## config.mk

```make
export PLATFORM = sky130hd
export DESIGN_NAME = cantmc_top
export DESIGN_NICKNAME = d
export VERILOG_FILES = /design/src/logic/cantmc_pkg.sv /design/src/logic/cantmc_wake_det.sv /design/src/logic/cantmc_top.sv
export SDC_FILE = /design/constraint.sdc
export NUM_CORES = 1
export LEC_CHECK = 0
export ABC_CLOCK_PERIOD_IN_PS = 4500
export CAP_MARGIN = 20
export CORE_ASPECT_RATIO = 0.75
export CORE_MARGIN = 1
export CORE_UTILIZATION = 55
export DETAILED_ROUTE_END_ITERATION = 16
export DONT_BUFFER_PORTS = 1
export GPL_TIMING_DRIVEN = 1
export PLACE_DENSITY = 0.67
export SYNTH_ARGS = -nofsm -noshare
export SYNTH_HDL_FRONTEND = slang
export SYNTH_SLANG_ARGS = --single-unit
```

## constraint.sdc

```tcl
create_clock -name SYS_CLK -period 4.5 [get_ports SYS_CLK]
set_input_delay 0.225 -clock SYS_CLK [delete_from_list [all_inputs] [get_ports SYS_CLK]]
set_output_delay 0.225 -clock SYS_CLK [all_outputs]
set_load 0.01 [all_outputs]
```

## src/logic/cantmc_pkg.sv

```systemverilog
package cantmc_pkg;
   // transceiver mode encodings, as held in the mode field
   localparam logic [1:0] MODE_OFF  = 2'h0;
   localparam logic [1:0] MODE_WAKE = 2'h1;
   localparam logic [1:0] MODE_RXO  = 2'h2;
   localparam logic [1:0] MODE_NORM = 2'h3;

   // chip-level operating mode, given by the power controller
   typedef enum logic [2:0] {
      SBC_NORMAL,
      SBC_STOP,
      SBC_SLEEP,
      SBC_RESTART,
      SBC_FAILSAFE
   } cantmc_sbc_t;

   ////////////////////////////////////////////////////////////////////
   // register map
   localparam int          ADDR_W    = 8;
   localparam logic [7:0]  OFS_CTRL  = 8'h00;
   localparam logic [7:0]  OFS_STAT  = 8'h04;
   localparam logic [7:0]  OFS_MASK  = 8'h08;
   localparam logic [7:0]  OFS_INFO  = 8'h0c;

   localparam int          STAT_W    = 3;
   localparam int          ST_WAKE   = 0;
   localparam int          ST_TXTO   = 1;
   localparam int          ST_REFUSE = 2;
   localparam int          INF_READY = 0;
   localparam int          INF_ARMED = 1;
   localparam int          INF_WOKEN = 2;
   localparam int          INF_TXTO  = 3;
   localparam int          MODE_LSB  = 0;

   localparam logic [1:0]        CTRL_RST = MODE_OFF;
   localparam logic [STAT_W-1:0] STAT_RST = 3'h0;
   localparam logic [STAT_W-1:0] MASK_RST = 3'h0;
   localparam logic [31:0]       ZERO_W   = 32'h0;

   ////////////////////////////////////////////////////////////////////
   // timing
   localparam int CNT_W        = 20;
   typedef logic [CNT_W-1:0] cantmc_cnt_t;
   localparam int CLK_NS       = 20;
   localparam int MAX_BAUD     = 2000000;
   localparam int T_EN_NS      = 20000;
   localparam int T_TXTO_NS    = 1000000;
   localparam int T_WAKE1_NS   = 1000;
   localparam int T_WAKE2_NS   = 1000000;
   // least times round up, longest times round down
   localparam int EN_CYC       = (T_EN_NS + CLK_NS - 1) / CLK_NS;
   localparam int TXTO_CYC     = (T_TXTO_NS + CLK_NS - 1) / CLK_NS;
   localparam int WAKE1_CYC    = (T_WAKE1_NS + CLK_NS - 1) / CLK_NS;
   localparam int WAKE2_CYC    = T_WAKE2_NS / CLK_NS;
   localparam cantmc_cnt_t CNT_ONE = 20'h1;
   localparam cantmc_cnt_t CNT_ZERO = 20'h0;
endpackage : cantmc_pkg

```

## src/logic/cantmc_wake_det.sv

```systemverilog
`timescale 1ns/1ps
module cantmc_wake_det #(
   parameter int WAKE2_CYC = cantmc_pkg::WAKE2_CYC
) (
   input  wire logic clk,       // system clock
   input  wire logic rst_n,     // async reset, active low
   input  wire logic enable,    // detector armed
   input  wire logic bus_dom,   // receiver sees dominant
   output logic      wake       // one-cycle pulse on a full pattern
);
   typedef enum logic [2:0] {W_IDLE, W_DOM1, W_REC, W_DOM2, W_LONG} cantmc_wst_t;
   typedef struct packed {
      cantmc_wst_t         st;
      cantmc_pkg::cantmc_cnt_t cnt;
      logic                wake;
   } cantmc_wdet_t;

   localparam cantmc_pkg::cantmc_cnt_t W1 = cantmc_pkg::cantmc_cnt_t'(cantmc_pkg::WAKE1_CYC);
   localparam cantmc_pkg::cantmc_cnt_t W2 = cantmc_pkg::cantmc_cnt_t'(WAKE2_CYC);

   cantmc_wdet_t s_ff;
   cantmc_wdet_t nxt_s;

   ////////////////////////////////////////////////////////////////////
   always_comb begin
      nxt_s      = s_ff;
      nxt_s.wake = 1'b0;
      nxt_s.cnt  = s_ff.cnt + cantmc_pkg::CNT_ONE;
      case (s_ff.st)
         W_IDLE: begin
            nxt_s.cnt = cantmc_pkg::CNT_ONE;
            if (bus_dom) begin
               nxt_s.st = W_DOM1;
            end
         end
         W_DOM1: begin
            if (!bus_dom) begin
               nxt_s.cnt = cantmc_pkg::CNT_ONE;
               nxt_s.st  = (s_ff.cnt >= W1) ? W_REC : W_IDLE;
            end else if (s_ff.cnt >= W2) begin
               nxt_s.st = W_LONG;
            end
         end
         W_REC: begin
            if (bus_dom) begin
               // too short a gap restarts the first phase
               nxt_s.cnt = cantmc_pkg::CNT_ONE;
               nxt_s.st  = (s_ff.cnt > W1) ? W_DOM2 : W_DOM1;
            end else if (s_ff.cnt >= W2) begin
               nxt_s.st = W_IDLE;
            end
         end
         W_DOM2: begin
            if (!bus_dom) begin
               nxt_s.cnt = cantmc_pkg::CNT_ONE;
               nxt_s.st  = W_IDLE;
            end else if (s_ff.cnt >= W1 - cantmc_pkg::CNT_ONE) begin
               nxt_s.wake = 1'b1;
               nxt_s.st   = W_LONG;
            end
         end
         W_LONG: begin
            // a stuck dominant never counts as a pattern
            nxt_s.cnt = cantmc_pkg::CNT_ONE;
            if (!bus_dom) begin
               nxt_s.st = W_IDLE;
            end
         end
         default: begin
            nxt_s.st = W_IDLE;
         end
      endcase
      if (!enable) begin
         nxt_s.st   = W_IDLE;
         nxt_s.wake = 1'b0;
      end
   end

   always_ff @(posedge clk or negedge rst_n) begin
      if (!rst_n) begin
         s_ff <= '{st: W_IDLE, cnt: cantmc_pkg::CNT_ZERO, wake: 1'b0};
      end else begin
         s_ff <= nxt_s;
      end
   end

   assign wake = s_ff.wake;
endmodule : cantmc_wake_det

```

## src/logic/cantmc_top.sv

```systemverilog
// Register access over APB and the address map are this design's own decisions.
`timescale 1ns/1ps
module cantmc_top #(
   parameter int TXTO_CYC  = cantmc_pkg::TXTO_CYC,   // transmit dominant timeout
   parameter int WAKE2_CYC = cantmc_pkg::WAKE2_CYC,  // wake phase upper bound
   parameter int EN_CYC    = cantmc_pkg::EN_CYC      // enable settling length
) (
   input  wire logic        SYS_CLK,      // system clock, 50 MHz
   input  wire logic        RST_N,        // async reset, active low
   input  wire logic        PSEL,         // apb select
   input  wire logic        PENABLE,      // apb access phase
   input  wire logic        PWRITE,       // apb direction
   input  wire logic [7:0]  PADDR,        // apb byte address
   input  wire logic [31:0] PWDATA,       // apb write data
   output logic [31:0]      PRDATA,       // apb read data
   output logic             PREADY,       // apb ready
   output logic             PSLVERR,      // unmapped address
   input  wire logic [2:0]  SBC_MODE,     // chip operating mode
   input  wire logic        TX_DATA_IN,   // transmit input, low = dominant
   input  wire logic        RX_BUS_IN,    // receiver result, low = dominant
   output logic             TX_DRV_DOM,   // drive dominant onto the bus
   output logic             TX_DRV_EN,    // bus driver stage enabled
   output logic             RX_EN,        // receiver enabled
   output logic             RX_DATA_OUT,  // receive output
   output logic             IRQ           // interrupt, active high level
);
   typedef struct packed {
      logic [1:0]                     mode;
      cantmc_pkg::cantmc_cnt_t        en_cnt;
      logic                           armed;
      cantmc_pkg::cantmc_cnt_t        dom_cnt;
      logic                           txto;
      logic                           woken;
      logic [cantmc_pkg::STAT_W-1:0]  stat;
      logic [cantmc_pkg::STAT_W-1:0]  mask;
      logic [31:0]                    rdata;
      logic                           rx_out;
      logic                           drv_dom;
      logic                           irq;
      logic [2:0]                     sbc_prev;
   } cantmc_state_t;

   localparam cantmc_pkg::cantmc_cnt_t EN_LEN   = cantmc_pkg::cantmc_cnt_t'(EN_CYC);
   localparam cantmc_pkg::cantmc_cnt_t TXTO_LEN = cantmc_pkg::cantmc_cnt_t'(TXTO_CYC);

   cantmc_state_t s_ff;
   cantmc_state_t nxt_s;
   logic          wake_evt;
   logic          wr_acc;
   logic          rd_setup;
   logic          mapped;
   logic          mode_ok;
   logic [1:0]    wr_mode;
   logic          in_norm;
   logic          ready;

   ////////////////////////////////////////////////////////////////////
   // wake pattern detector, armed only in Wake Capable before a wake
   cantmc_wake_det #(
      .WAKE2_CYC (WAKE2_CYC)
   ) u_wake (
      .clk     (SYS_CLK),
      .rst_n   (RST_N),
      .enable  (s_ff.mode == cantmc_pkg::MODE_WAKE && !s_ff.woken),
      .bus_dom (!RX_BUS_IN),
      .wake    (wake_evt)
   );

   ////////////////////////////////////////////////////////////////////
   // apb decode; slave never waits
   assign PREADY   = 1'b1;
   assign mapped   = (PADDR == cantmc_pkg::OFS_CTRL) || (PADDR == cantmc_pkg::OFS_STAT) ||
                     (PADDR == cantmc_pkg::OFS_MASK) || (PADDR == cantmc_pkg::OFS_INFO);
   assign PSLVERR  = PSEL && PENABLE && !mapped;
   assign wr_acc   = PSEL && PENABLE && PWRITE && mapped;
   assign rd_setup = PSEL && !PENABLE && !PWRITE;
   assign wr_mode  = PWDATA[cantmc_pkg::MODE_LSB +: 2];
   assign in_norm  = s_ff.mode == cantmc_pkg::MODE_NORM;
   assign ready    = s_ff.en_cnt == cantmc_pkg::CNT_ZERO;

   // which mode may be entered from which chip mode
   always_comb begin
      case (wr_mode)
         cantmc_pkg::MODE_OFF:  mode_ok = 1'b1;
         cantmc_pkg::MODE_NORM: mode_ok = SBC_MODE == cantmc_pkg::SBC_NORMAL;
         cantmc_pkg::MODE_RXO:  mode_ok = SBC_MODE == cantmc_pkg::SBC_NORMAL ||
                                          SBC_MODE == cantmc_pkg::SBC_STOP;
         cantmc_pkg::MODE_WAKE: mode_ok = SBC_MODE != cantmc_pkg::SBC_FAILSAFE;
         default:               mode_ok = 1'b0;
      endcase
   end

   ////////////////////////////////////////////////////////////////////
   always_comb begin
      nxt_s          = s_ff;
      nxt_s.sbc_prev = SBC_MODE;

      // mode field write; refused writes leave the mode and raise a flag
      if (wr_acc && PADDR == cantmc_pkg::OFS_CTRL) begin
         if (mode_ok) begin
            if (wr_mode != s_ff.mode) begin
               nxt_s.woken = 1'b0;                 // toggling the mode rearms
            end
            nxt_s.mode = wr_mode;
            if (wr_mode == cantmc_pkg::MODE_NORM && !in_norm) begin
               nxt_s.en_cnt = EN_LEN;
               nxt_s.armed  = 1'b0;
            end
         end else begin
            nxt_s.stat[cantmc_pkg::ST_REFUSE] = 1'b1;
         end
      end

      // entering a low-power chip mode rearms the wake detector
      if (SBC_MODE != s_ff.sbc_prev && (SBC_MODE == cantmc_pkg::SBC_STOP ||
          SBC_MODE == cantmc_pkg::SBC_SLEEP)) begin
         nxt_s.woken = 1'b0;
      end
      // fail-safe entry falls back to wake capable; off stays writable afterwards
      if (SBC_MODE == cantmc_pkg::SBC_FAILSAFE && s_ff.sbc_prev != cantmc_pkg::SBC_FAILSAFE) begin
         nxt_s.mode  = cantmc_pkg::MODE_WAKE;
         nxt_s.woken = 1'b0;
      end

      // settling countdown; the entry cycle keeps the freshly loaded length
      if (nxt_s.mode != cantmc_pkg::MODE_NORM) begin
         nxt_s.en_cnt = cantmc_pkg::CNT_ZERO;
         nxt_s.armed  = 1'b0;
      end else if (!in_norm) begin
         nxt_s.armed  = 1'b0;
      end else if (!ready) begin
         nxt_s.en_cnt = s_ff.en_cnt - cantmc_pkg::CNT_ONE;
      end else if (TX_DATA_IN) begin
         nxt_s.armed = 1'b1;                       // recessive seen after settling
      end

      // dominant timeout on the transmit input
      if (in_norm && !TX_DATA_IN) begin
         if (s_ff.dom_cnt >= TXTO_LEN) begin
            nxt_s.txto = 1'b1;
         end else begin
            nxt_s.dom_cnt = s_ff.dom_cnt + cantmc_pkg::CNT_ONE;
         end
      end else begin
         nxt_s.dom_cnt = cantmc_pkg::CNT_ZERO;
         nxt_s.txto    = 1'b0;                     // released once input returns high
      end

      // mask and write-one-to-clear status
      if (wr_acc && PADDR == cantmc_pkg::OFS_MASK) begin
         nxt_s.mask = PWDATA[cantmc_pkg::STAT_W-1:0];
      end
      if (wr_acc && PADDR == cantmc_pkg::OFS_STAT) begin
         nxt_s.stat = nxt_s.stat & ~PWDATA[cantmc_pkg::STAT_W-1:0];
      end
      // hardware sets win over a same-cycle clear
      if (wake_evt) begin
         nxt_s.woken                     = 1'b1;
         nxt_s.stat[cantmc_pkg::ST_WAKE] = 1'b1;
      end
      if (nxt_s.txto && !s_ff.txto) begin
         nxt_s.stat[cantmc_pkg::ST_TXTO] = 1'b1;
      end
      nxt_s.irq = |(nxt_s.stat & nxt_s.mask);

      // driver: follows input only when settled, armed and not timed out
      nxt_s.drv_dom = (nxt_s.mode == cantmc_pkg::MODE_NORM) && (nxt_s.en_cnt == cantmc_pkg::CNT_ZERO) &&
                      nxt_s.armed && !nxt_s.txto && !TX_DATA_IN;

      // receive output: one flop of latency keeps 2 Mbaud bits intact
      if (nxt_s.woken) begin
         nxt_s.rx_out = 1'b0;
      end else if (nxt_s.mode == cantmc_pkg::MODE_NORM || nxt_s.mode == cantmc_pkg::MODE_RXO) begin
         nxt_s.rx_out = RX_BUS_IN;
      end else begin
         nxt_s.rx_out = 1'b1;
      end

      // read data is captured in the setup phase
      if (rd_setup) begin
         nxt_s.rdata = cantmc_pkg::ZERO_W;
         case (PADDR)
            cantmc_pkg::OFS_CTRL: nxt_s.rdata[cantmc_pkg::MODE_LSB +: 2] = s_ff.mode;
            cantmc_pkg::OFS_STAT: nxt_s.rdata[cantmc_pkg::STAT_W-1:0] = s_ff.stat;
            cantmc_pkg::OFS_MASK: nxt_s.rdata[cantmc_pkg::STAT_W-1:0] = s_ff.mask;
            cantmc_pkg::OFS_INFO: begin
               nxt_s.rdata[cantmc_pkg::INF_READY] = in_norm && ready;
               nxt_s.rdata[cantmc_pkg::INF_ARMED] = s_ff.armed;
               nxt_s.rdata[cantmc_pkg::INF_WOKEN] = s_ff.woken;
               nxt_s.rdata[cantmc_pkg::INF_TXTO]  = s_ff.txto;
            end
            default: nxt_s.rdata = cantmc_pkg::ZERO_W;
         endcase
      end
   end

   always_ff @(posedge SYS_CLK or negedge RST_N) begin
      if (!RST_N) begin
         s_ff          <= '0;
         s_ff.mode     <= cantmc_pkg::CTRL_RST;
         s_ff.stat     <= cantmc_pkg::STAT_RST;
         s_ff.mask     <= cantmc_pkg::MASK_RST;
         s_ff.rx_out   <= 1'b1;
         s_ff.sbc_prev <= cantmc_pkg::SBC_NORMAL;
      end else begin
         s_ff <= nxt_s;
      end
   end

   ////////////////////////////////////////////////////////////////////
   assign PRDATA      = s_ff.rdata;
   assign TX_DRV_DOM  = s_ff.drv_dom;
   assign TX_DRV_EN   = (s_ff.mode == cantmc_pkg::MODE_NORM) && ready && !s_ff.txto;
   assign RX_EN       = s_ff.mode != cantmc_pkg::MODE_OFF;
   assign RX_DATA_OUT = s_ff.rx_out;
   assign IRQ         = s_ff.irq;
endmodule : cantmc_top

```

; Word-level counts from Yosys, hierarchy flattened
; Index checks and enable logic that the tools add are counted.
; Widths: inputs -> output; s select.
[op_classes]
reduce_logical = 46
order_cmp = 5
bitwise_logic = 3
addsub = 3
mux = 49
eq_ne = 28
[ops]
columns = cell, n
row1 = $mux 20, 5
row2 = $mux 21, 3
row3 = $pmux 20 s3, 1
row4 = $mux 23, 2
row5 = $add 20x1->20 const B, 2
row6 = $ge 20x16->1 const B, 2
row7 = $ge 20x6->1 const B, 2
row8 = $logic_not 20->1, 2
row9 = $mux 3, 11
row10 = $logic_and 1x1->1, 21
row11 = $gt 20x6->1 const B, 1
row12 = $sub 20x1->20 const B, 1
row13 = $mux 1, 19
row14 = $eq 8x4->1 const B, 2
row15 = $pmux 3 s5, 1
row16 = $ne 3x3->1 const B, 4
row17 = $ne 4x4->1 const B, 3
row18 = $eq 2x2->1 const B, 5
row19 = $eq 3x2->1 const B, 3
row20 = $eq 8x3->1 const B, 1
row21 = $logic_not 1->1, 8
row22 = $logic_not 8->1, 1
row23 = $mux 2, 4
row24 = $pmux 2 s4, 1
row25 = 17 further kinds, 29
[word_totals]
wordCells = 150
output_inout_bits = 39
regBits = 85

; Depth between registers and ports, before layout
; Gate-level depths: netlist of the first run.
[depth]
ltp_word = 16
depth_mapped = 10

; Hierarchy
; From an unflattened synthesis of the first run, not the netlist that was laid out.
[unflattened]
cells_unflattened = 552
hier_area_um2 = 5056.1
[by_module_without_submodules]
columns = module, area_per_inst_um2, instances, cells_each
row1 = cantmc_top, 3642.2, 1, 401
row2 = cantmc_wake_det, 1413.9, 1, 151

; Worst setup path before layout of the first run
; OpenSTA, ideal clock, no wires.
[synth_path]
path_type = in2reg
startpoint = input PADDR[5]
endpoint = register s_ff, in the netlist TX_DRV_DOM
stages = 9
t_arrival_ps = 3026
n_path_buf = 1
slack_ps = 1379
path_cell_list = or4_4 > or4_1 > buf_2 > nor3_4 > mux2i_1 > o21ai_0 > a2111o_1 > or4_1 > nor4_2
[synth_lines]
columns = item, line
row1 = "start, declared", cantmc_top.sv:13  ; input wire logic [7:0] PADDR,
row2 = "end signal, assigned", cantmc_top.sv:206  ; s_ff <= nxt_s;
row3 = "end, declared", cantmc_top.sv:46  ; cantmc_state_t s_ff;

==> impl_metrics.json, run 1 <==
{
  "endpoint_kind": "flip-flop",
  "fmax_mhz": 282.7,
  "yosysUniqueCellTypes": 64,
  "fillers": 740,
  "final_antenna_net_count": 0,
  "timing.hold.ws_ns": 0.02740,
  "fin_area_um2": 5191,
  "portBuffers": 0,
  "synth-edff-count": 0,
  "gp_congestion": 0.8609,
  "dieArea_um2": 9238,
  "cts_buffer_depth": 2,
  "wl_um": 9896,
  "multi_input_area_um2": 2449,
  "postLayoutCoreUtil_pct": 60.88,
  "grt_pass1_vias": 3453,
  "clk-insertion-delay-late_ns": 0.34,
  "relSlewSlack_pct": 43.37,
  "setup-tns-final_ns": 0,
  "clock_skew_ns": 0.005698,
  "htree_levels": 3,
  "period_minus_slack_ns": 3.537,
  "critPathKind": "flip-flop to flip-flop",
  "via_per_inst": 5.819,
  "tritoncts": "done",
  "vias": 3753,
  "dominantRegCellSynth": "dfrtp_1",
  "vdd_ir_drop_max_mv": 0.2779,
  "drv_slew": 0,
  "cp_slowest_stage_delay_ns": 0.68,
  "cts_resized": 0,
  "use_met3_pct": 5.592,
  "cp.required_ns": 4.73,
  "status": "complete, no violations",
  "clock-sinks": 85,
  "tightest_slew_ns": 0.8388,
  "p_leak_nw": 2.219,
  "syn_to_final_growth_pct": 6.603,
  "fin_crit_sh_pct": 78.60,
  "numCtsBuffers": 9,
  "arrival_ns": 3.77,
  "pwr_density_cell_nw_per_um2": 308.7,
  "pin_count": 89,
  "layout_common_cells": "dfrtp_1, nor2_1, nand2_1",
  "core_area_um2": 8527,
  "netlist_area_um2": 4870,
  "placed_area_um2": 4802,
  "num_antenna_cells": 0,
  "use_met1_pct": 32.34,
  "path_cells": "inv_1, ha_1, or3b_2, nor2_1, o21ai_0, or4b_2, xor2_1, a41oi_1, or4_1, nor4_2",
  "drive_gt1_share_pct": 8.939,
  "die_y_um": 83.49,
  "hpwl_um": 6822,
  "power_mw": 1.602,
  "grt_use_total_pct": 22.71,
  "yosys_warnings": 0,
  "antenna_found_initial": 0,
  "seq_area_um2": 2128,
  "min_path_type": "input pin to flip-flop",
  "num-nets-final": 589,
  "drv_cap": 0,
  "cp_top_family": "simple AND/OR/NAND/NOR gates",
  "rsz0062_at_grt": "no",
  "synthArstFlopShare_pct": 100.0,
  "overflow": 0,
  "die_w_um": 110.7,
  "setup_viol": 0,
  "crit_fanout": 6,
  "num_rows": 29,
  "drt_first_pass_iters": 4,
  "grt_pass1_wl_um": 16820,
  "drc": 0,
  "hold_viol": 0,
  "grt.busiest_layer": "met2",
  "wire_per_inst_um": 15.34,
  "drt_iter0_drc": 196,
  "worst_setup_path_start_kind": "flip-flop",
  "root_buffer": "clkbuf_16",
  "ys_seq_elements": 85,
  "grt_max_degree": 86,
  "layout_commonest_cell": "dfrtp_1",
  "worst-path-buf-inv": 1,
  "cts.reportedPaths.clkPinSlew_ns": 0.06,
  "synth-seq-area-share_pct": 43.71,
  "start_util_pct": 57.11,
  "netlist_instances": 537,
  "syn_avg_cell_area_um2": 9.068,
  "gr-usage-met2_pct": 33.77,
  "slowest_stage": "or4b_2"
}
[logic make-up after synthesis]
| group | share of synthesized area, % |
|---|---|
| AND/OR/NAND/NOR | 23.72 |
| AO/OA/AOI/OAI | 12.54 |
| flip-flops | 43.71 |
| buffers and inverters | 8.222 |
| XOR/XNOR | 6.295 |
| multiplexers | 3.571 |
| adder cells (fa/ha/maj) | 1.798 |
| other | 0.1542 |
[Yosys cell counts (6+ instances only)]
cell type,number,area [µm²]
a31oi_1,7,43.79
ha_1,7,87.58
nand4_1,12,75.07
nor3_1,17,85.08
or3_1,8,50.05
o21ai_0,25,125.1
o211ai_1,6,45.04
mux2_2,6,67.56
xor2_1,27,236.5
inv_1,20,75.07
clkbuf_1,15,56.30
nor4_1,8,50.05
dfrtp_1,84,2102
or4_1,6,45.04
nand3_1,21,105.1
buf_4,33,247.7
or2_2,6,37.54
a21oi_1,20,100.1
nor2_1,77,289.0
xnor2_1,8,70.07
nand2_1,46,172.7
[what timing repair did]
| action | CTS | global route |
|---|---|---|
| endpoints found under the setup margin | 0 | 0 |
| endpoints found under the hold margin | 89 | 0 |
| setup buffers | 0 | 0 |
| hold buffers | 6 | 0 |
[worst register-to-register path: stages (launching register included)]
cell and delay [ns]:
dfrtp_1 0.42, inv_1 0.10, ha_1 0.20, or3b_2 0.52
nor2_1 0.32, o21ai_0 0.23, or4b_2 0.68, xor2_1 0.20
a41oi_1 0.14, or4_1 0.44, nor4_2 0.19
[worst paths after layout]
path | from | endpoint | slack, ns | cells past startpoint
setup / recovery | s_ff[67] | TX_DRV_DOM | 0.96 | 10
hold / removal | PWDATA[0] | s_ff[87] | 0.03 | 2
setup reg to reg | s_ff[67] | TX_DRV_DOM | 0.96 | 10
hold reg to reg | s_ff[41] | s_ff[41] | 0.50 | 1
max in group asynchronous | RST_N | RX_DATA_OUT | 3.67 | 2
min in group asynchronous | RST_N | s_ff[71] | 0.44 | 2
[power breakdown]
part           total (mW)  internal [mW]  switching (mW)
logic              0.0703         0.0219          0.0485
clock network       0.755          0.460           0.295
registers           0.777          0.770         0.00726
total                1.60           1.25           0.351
[state kept, by name, summed over array words and instances, names as in the netlist]
register     count
u_wake.s_ff     23
IRQ              1
s_ff            54
u_wake.wake      1
TX_DRV_DOM       1
RX_DATA_OUT      1
PRDATA           4
[final cells by class]
class                   count  share of cell area, %
well taps                 108                  2.603
inverters                  20                  1.446
repair buffers              8                  1.784
clock inverters             5                  1.133
flip-flops and latches     85                  41.00
multi-input cells         408                  47.17
clock buffers              11                  4.869
[per-layer routing]
metal  vias to the layer above  share of wire (%)
met2                       111                 45
met5                         -                  0
li1                       1824                  -
met3                        12                5.2
met1                      1806                 49
met4                         0                1.2
[per-stage QoR]
step,cells,setup WS (ns)
CTS,645,0.9495
global placement,623,0.9665
finish,645,0.9629
detailed placement,623,0.9447
floorplan,564,1.379
global route,645,0.7528
Note: power is estimated with default switching activity, not from simulation.
==> inputs of run 2 (changes only) <==
--- a/config.mk
+++ b/config.mk
@@ -5,7 +5,8 @@
 export SDC_FILE = /design/constraint.sdc
 export NUM_CORES = 1
 export LEC_CHECK = 0
-export ABC_CLOCK_PERIOD_IN_PS = 4500
+export ABC_AREA = 1
+export ABC_CLOCK_PERIOD_IN_PS = 3200
 export CAP_MARGIN = 20
 export CORE_ASPECT_RATIO = 0.75
 export CORE_MARGIN = 1
@@ -13,7 +14,7 @@
 export DETAILED_ROUTE_END_ITERATION = 16
 export DONT_BUFFER_PORTS = 1
 export GPL_TIMING_DRIVEN = 1
-export PLACE_DENSITY = 0.67
+export PLACE_DENSITY = 0.7
 export SYNTH_ARGS = -nofsm -noshare
 export SYNTH_HDL_FRONTEND = slang
 export SYNTH_SLANG_ARGS = --single-unit
==> constraint.sdc (replaced) <==
create_clock -name SYS_CLK -period 3.2 [get_ports SYS_CLK]
set_input_delay 0.16 -clock SYS_CLK [delete_from_list [all_inputs] [get_ports SYS_CLK]]
set_output_delay 0.16 -clock SYS_CLK [all_outputs]
set_load 0.01 [all_outputs]
==> impl_metrics.json, run 2 <==
{
  "status": "complete, no violations",
  "hold_viol": 0,
  "p_clk_share_pct": 42.5,
  "final_antenna_net_count": 0,
  "regMostFlops": "s_ff",
  "setup-tns-final_ns": 0,
  "ff2ff_setup_slack_ns": 0.65,
  "core_area_um2": 9196,
  "die_w_um": 115.1,
  "drt_first_pass_iters": 5,
  "fmax_mhz": 391.9,
  "htree_levels": 3,
  "wl_um": 11740,
  "clock_skew_ns": 0.006213,
  "slowest_stage": "dfrtp_1",
  "cp.required_ns": 3.48,
  "wire_per_inst_um": 13.43,
  "cts_buffer_depth": 2,
  "timing.hold.ws_ns": 0.04627,
  "clk-insertion-delay-late_ns": 0.34,
  "hpwl_um": 8380,
  "critPathKind": "flip-flop to flip-flop",
  "start_util_pct": 57.40,
  "pwr_density_cell_nw_per_um2": 440.7,
  "largest_reg_flops": 54,
  "pwr-share-comb_pct": 12.1,
  "drv_cap": 0,
  "grt_pass1_vias": 4397,
  "clock-sinks": 85,
  "crit_fanout": 13,
  "cts.reportedPaths.clkPinSlew_ns": 0.07,
  "numCtsBuffers": 9,
  "ys_seq_elements": 85,
  "postCtsHoldBufs": 6,
  "placed_area_um2": 5289,
  "grt_max_degree": 86,
  "drive_gt1_share_pct": 8.177,
  "worst_setup_path_start_kind": "flip-flop",
  "seq_area_um2": 2128,
  "netlist_instances": 732,
  "tritoncts": "done",
  "rsz0062_at_grt": "no",
  "path_cells": "inv_1, ha_1, inv_1, nor2_1, nand2_1, nor2_1, nand3_1, buf_4, nand2_2, inv_2, o21ai_0, nand2_1, inv_2, nor2_1, nor2_1, nand2_1, nor2_1, nand2_1, nor2_2",
  "die_y_um": 86.85,
  "layout_commonest_cell": "nand2_1",
  "vdd_ir_drop_max_mv": 0.3130,
  "via_per_inst": 5.397,
  "synthArstFlopShare_pct": 100.0,
  "num_rows": 30,
  "drt_iter0_drc": 339,
  "synthTopCellsByArea": "dfrtp_1, nand2_1, nor2_1",
  "fin_crit_sh_pct": 79.73,
  "fin_area_um2": 5669,
  "synth-edff-count": 0,
  "worstSetupStartpoint": "s_ff[67]",
  "switching_power_mw": 0.6711,
  "r2r-start": "s_ff[67]",
  "yosys_warnings": 0,
  "multi_input_area_um2": 2542,
  "fillers": 835,
  "antenna_found_initial": 0,
  "cp_slowest_stage_delay_ns": 0.44,
  "p_leak_nw": 2.746,
  "dieArea_um2": 9998,
  "seqPwrFrac_pct": 45.5,
  "drc": 0,
  "endpoint": "TX_DRV_DOM",
  "syn_avg_cell_area_um2": 7.211,
  "layout_common_cells": "nand2_1, nor2_1, inv_1",
  "overflow": 0,
  "cts_resized": 0,
  "arrival_ns": 2.83,
  "p_int_mw": 1.827,
  "switching_share_pct": 26.86,
  "yosys.area.top_type": "dfrtp_1",
  "min_path_type": "input pin to flip-flop",
  "num-nets-final": 798,
  "yosysTopAreaCellShare_pct": 39.82,
  "yosys-top-cells-count": "nand2_1, nor2_1, inv_1",
  "yosysMostFrequentCell": "nand2_1",
  "endpoint_kind": "flip-flop",
  "yosysUniqueCellTypes": 46,
  "fin_cells": 874,
  "timing.rr.end": "TX_DRV_DOM",
  "gp_congestion": 0.8897,
  "period_minus_slack_ns": 2.551,
  "setup_viol": 0,
  "synth-seq-area-share_pct": 40.32,
  "drv_slew": 0,
  "cp_common_cell": "nor2_1",
  "netlist_area_um2": 5279,
  "cts_setup_buffers": 0,
  "portBuffers": 0,
  "grt_pass1_wl_um": 19960,
  "power_mw": 2.498,
  "r2r_cells": 19,
  "dpl.cell_count": 852,
  "grt_use_total_pct": 25.46,
  "root_buffer": "clkbuf_16",
  "vias": 4717,
  "syn_to_final_growth_pct": 7.395,
  "pin_count": 89,
  "dominantRegCellSynth": "dfrtp_1",
  "num_antenna_cells": 0
}
[run 2: cell types whose count changed in the layout (fill, tap and decap cells not counted), moves of 8 or more]
cell	previous run	this run
inv_1	20	99
inv_2	0	8
nand2_1	46	138
nor3_1	17	26
or3_1	8	0
nor2_1	77	111
nand2_2	0	8
nand3_1	21	52
xor2_1	27	10
o21ai_0	25	35
a21oi_1	20	41
[run 2: worst min-delay path by stage]
stage | startpoint | endpoint | slack, ns | cells after the start
2_1_floorplan | RST_N | IRQ | -0.14 | 0
3_3_place_gp | RST_N | s_ff[0] | -0.13 | 0
3_5_place_dp | RST_N | s_ff[68] | -0.13 | 0
4_1_cts | RX_BUS_IN | RX_DATA_OUT | 0.04 | 2
5_1_grt | RX_BUS_IN | RX_DATA_OUT | 0.05 | 2
6_report | RX_BUS_IN | RX_DATA_OUT | 0.05 | 2
[run 2: logic make-up (layout without fill, tap and decap cells)]
kind of cell    after synthesis  after routing  synth area share [%]
other cells                   2             29                0.1423
xor+xnor                     11             11                 1.825
mux                           1              1                0.1896
fa+ha+maj                     7              7                 1.659
buf+inv                     151            138                 13.44
flops                        85             85                 40.32
simple gates                367            367                 30.77
compound gates              108            108                 11.66
[run 2: per-layer routing]
metal / GRT usage (%) / wire (µm) / vias to the layer above
li1: - / - / 2317
met5: 0 / 0 / -
met1: 33.62 / 5596 / 2222
met3: 5.035 / 588 / 23
met2: 41.57 / 5336 / 155
met4: 9.799 / 215 / 0
[run 2: cell type report]
type | count | area share (%)
clock buffer | 11 | 4.282
clock inverter | 5 | 1.059
inverter | 110 | 7.283
multi-input combinational | 523 | 44.85
sequential | 85 | 37.54
tap | 128 | 2.825
timing repair buffer | 12 | 2.163
[run 2: power groups by stage]
stage | logic [mW] | clock network [mW] | registers [mW]
global route | 0.350 | 1.13 | 1.14
CTS | 0.300 | 1.09 | 1.14
detailed placement | 0.268 | 0 | 1.16
floorplan | 0.236 | 0 | 1.15
global placement | 0.258 | 0 | 1.15
finish | 0.301 | 1.06 | 1.14
[run 2: per-stage QoR]
| step | worst slack [ns] | utilization [%] |
|---|---|---|
| final | 0.6486 | 61.65 |
| after CTS | 0.6910 | 61.65 |
| after global placement | 0.8312 | 57.51 |
| after detailed placement | 0.7548 | 57.51 |
| after floorplan | 1.292 | - |
| after global routing | 0.3592 | 61.65 |
[run 2: worst max-delay path, delay by kind of cell, from the launching register on]
| kind | cells | cell delay (ns) |
|---|---|---|
| AO/OA/AOI/OAI | 1 | 0.12 |
| flip-flops | 1 | 0.44 |
| adder cells (fa/ha/maj) | 1 | 0.17 |
| AND/OR/NAND/NOR | 12 | 1.18 |
| buffers and inverters | 5 | 0.58 |
==> inputs of run 3 (changes only) <==
--- a/config.mk
+++ b/config.mk
@@ -5,8 +5,8 @@
 export SDC_FILE = /design/constraint.sdc
 export NUM_CORES = 1
 export LEC_CHECK = 0
-export ABC_AREA = 1
-export ABC_CLOCK_PERIOD_IN_PS = 3200
+export ABC_AREA = 0
+export ABC_CLOCK_PERIOD_IN_PS = 2350
 export CAP_MARGIN = 20
 export CORE_ASPECT_RATIO = 0.75
 export CORE_MARGIN = 1
@@ -14,7 +14,7 @@
 export DETAILED_ROUTE_END_ITERATION = 16
 export DONT_BUFFER_PORTS = 1
 export GPL_TIMING_DRIVEN = 1
-export PLACE_DENSITY = 0.7
+export PLACE_DENSITY = 0.67
 export SYNTH_ARGS = -nofsm -noshare
 export SYNTH_HDL_FRONTEND = slang
 export SYNTH_SLANG_ARGS = --single-unit
==> constraint.sdc (replaced) <==
create_clock -name SYS_CLK -period 2.35 [get_ports SYS_CLK]
set_input_delay 0.1175 -clock SYS_CLK [delete_from_list [all_inputs] [get_ports SYS_CLK]]
set_output_delay 0.1175 -clock SYS_CLK [all_outputs]
set_load 0.01 [all_outputs]
==> impl_metrics.json, run 3 (synthesis results as in run 1) <==
{
  "status": "finished, violations left",
  "violations": "setup timing",
  "antenna_found_initial": 0,
  "tightest_slew_ns": 0.5072,
  "drive_gt1_share_pct": 27.27,
  "fmax_mhz": 338.1,
  "switching_share_pct": 22.06,
  "wl_um": 12260,
  "layout_commonest_cell": "buf_4",
  "die_w_um": 110.7,
  "via_per_inst": 5.692,
  "grt_pass1_vias": 4243,
  "grt.busiest_layer": "met2",
  "fin_area_um2": 6166,
  "num_rows": 29,
  "overflow": 0,
  "num-nets-final": 690,
  "cp.required_ns": 2.60,
  "critPathKind": "flip-flop to flip-flop",
  "holdPathEnd": "s_ff[42]",
  "portBuffers": 0,
  "seq_area_um2": 2128,
  "r2r_cells": 10,
  "clock-sinks": 85,
  "grt_pass1_wl_um": 20030,
  "hold_depth": 3,
  "ff2ff_setup_slack_ns": -0.61,
  "gr-usage-met2_pct": 42.63,
  "endpoint_kind": "flip-flop",
  "use_met3_pct": 6.173,
  "tritoncts": "done",
  "vias": 4246,
  "final_antenna_net_count": 0,
  "drt_iter0_drc": 273,
  "hpwl_um": 8187,
  "gp_congestion": 0.9169,
  "crit_fanout": 2,
  "num_antenna_cells": 0,
  "grt_use_total_pct": 27.07,
  "syn_to_final_growth_pct": 26.62,
  "dpl.cell_count": 712,
  "worstSetupStartpoint": "s_ff[68]",
  "r2r-start": "s_ff[68]",
  "p_leak_nw": 2.749,
  "dieArea_um2": 9238,
  "placed_area_um2": 5484,
  "fillers": 633,
  "multi_input_area_um2": 2655,
  "start_util_pct": 57.11,
  "use_met1_pct": 36.99,
  "p_int_mw": 2.383,
  "layout_common_cells": "buf_4, dfrtp_1, nor2_1",
  "arrival_ns": 3.21,
  "clock_skew_ns": 0.008826,
  "largest_reg_flops": 54,
  "seqPwrFrac_pct": 48.6,
  "grt_max_degree": 86,
  "fin_cells": 746,
  "regMostFlops": "s_ff",
  "drt_first_pass_iters": 5,
  "pwr-share-comb_pct": 5.2,
  "drv_cap": 0,
  "min_from": "PADDR[2]",
  "die_y_um": 83.49,
  "pin_count": 89,
  "timing.rr.end": "TX_DRV_DOM",
  "rsz0062_at_grt": "yes",
  "core_area_um2": 8527,
  "cts_buffer_depth": 2,
  "worst_slack_ns": -0.6074,
  "drv_slew": 0,
  "min_path_type": "input pin to flip-flop",
  "wire_per_inst_um": 16.44,
  "setup_viol": 2,
  "vdd_ir_drop_max_mv": 0.4439,
  "cts.reportedPaths.clkPinSlew_ns": 0.07,
  "pwr_density_cell_nw_per_um2": 496.0,
  "hold_viol": 0,
  "worst_setup_path_start_kind": "flip-flop",
  "numCtsBuffers": 9,
  "p_clk_share_pct": 46.2,
  "switching_power_mw": 0.6747,
  "clk-insertion-delay-late_ns": 0.34,
  "drc": 0,
  "root_buffer": "clkbuf_16",
  "period_minus_slack_ns": 2.957,
  "htree_levels": 3,
  "relSlewSlack_pct": 65.96,
  "fin_crit_sh_pct": 125.8
}
run 3: critical path, cell delays in order, from the launching register on:
cell,delay (ns)
dfrtp_1,0.38
inv_1,0.08
ha_2,0.18
or3b_4,0.40
nor2_4,0.10
o21ai_2,0.08
or4b_4,0.53
xor2_2,0.16
a41oi_1,0.15
or4_4,0.56
nor4_4,0.25
run 3: metal layers:
layer | routed length (µm) | vias up
li1 | - | 2023
met1 | 5482 | 2057
met2 | 5780 | 134
met3 | 677 | 32
met4 | 322 | 0
met5 | 0 | -
run 3: power by group through the flow:
| stage | Clock, mW | Sequential (mW) | Combinational, mW |
|---|---|---|---|
| 2_1_floorplan | 0 | 1.51 | 0.130 |
| 3_3_place_gp | 0 | 1.51 | 0.104 |
| 3_5_place_dp | 0 | 1.51 | 0.107 |
| 4_1_cts | 1.45 | 1.49 | 0.159 |
| 5_1_grt | 1.50 | 1.49 | 0.180 |
| 6_report | 1.41 | 1.49 | 0.159 |
run 3: worst max-delay path by stage:
stage	end	slack (ns)	cells past startpoint
after floorplan	TX_DRV_DOM	-0.63	10
after global placement	TX_DRV_DOM	-0.64	9
after detailed placement	TX_DRV_DOM	-0.69	9
after CTS	TX_DRV_DOM	-0.49	10
after global routing	TX_DRV_DOM	-0.69	12
final	TX_DRV_DOM	-0.61	10
run 3: layout make-up:
class / count / area share, %
timing repair buffer: 109 / 14.22
tap: 108 / 2.192
clock buffer: 12 / 3.998
sequential: 85 / 34.52
multi-input combinational: 408 / 43.06
inverter: 20 / 1.218
clock inverter: 4 / 0.7914
run 3: stage by stage:
| stage | power [mW] | setup slack, ns | utilization (%) | hold WS, ns | setup TNS, ns |
|---|---|---|---|---|---|
| finish | 3.058 | -0.6074 | 72.31 | 0.001063 | -0.7384 |
| global route | 3.169 | -0.6949 | 72.31 | 0.005041 | -0.9984 |
| CTS | 3.092 | -0.4912 | 70.52 | 0.0005974 | -0.4912 |
| detailed placement | 1.620 | -0.6880 | 64.31 | -0.1763 | -2.716 |
| global placement | 1.616 | -0.6421 | 64.31 | -0.1764 | -2.367 |
| floorplan | 1.638 | -0.6279 | - | -0.1781 | -0.6279 |
run 3: what timing repair did:
item / in CTS / in global routing
setup endpoints to repair: 8 / 14
hold endpoints to repair: 100 / 0
resized for setup: 20 / 25
pin swaps: 9 / 9
buffers inserted: 3 / 4
hold buffers: 12 / 0
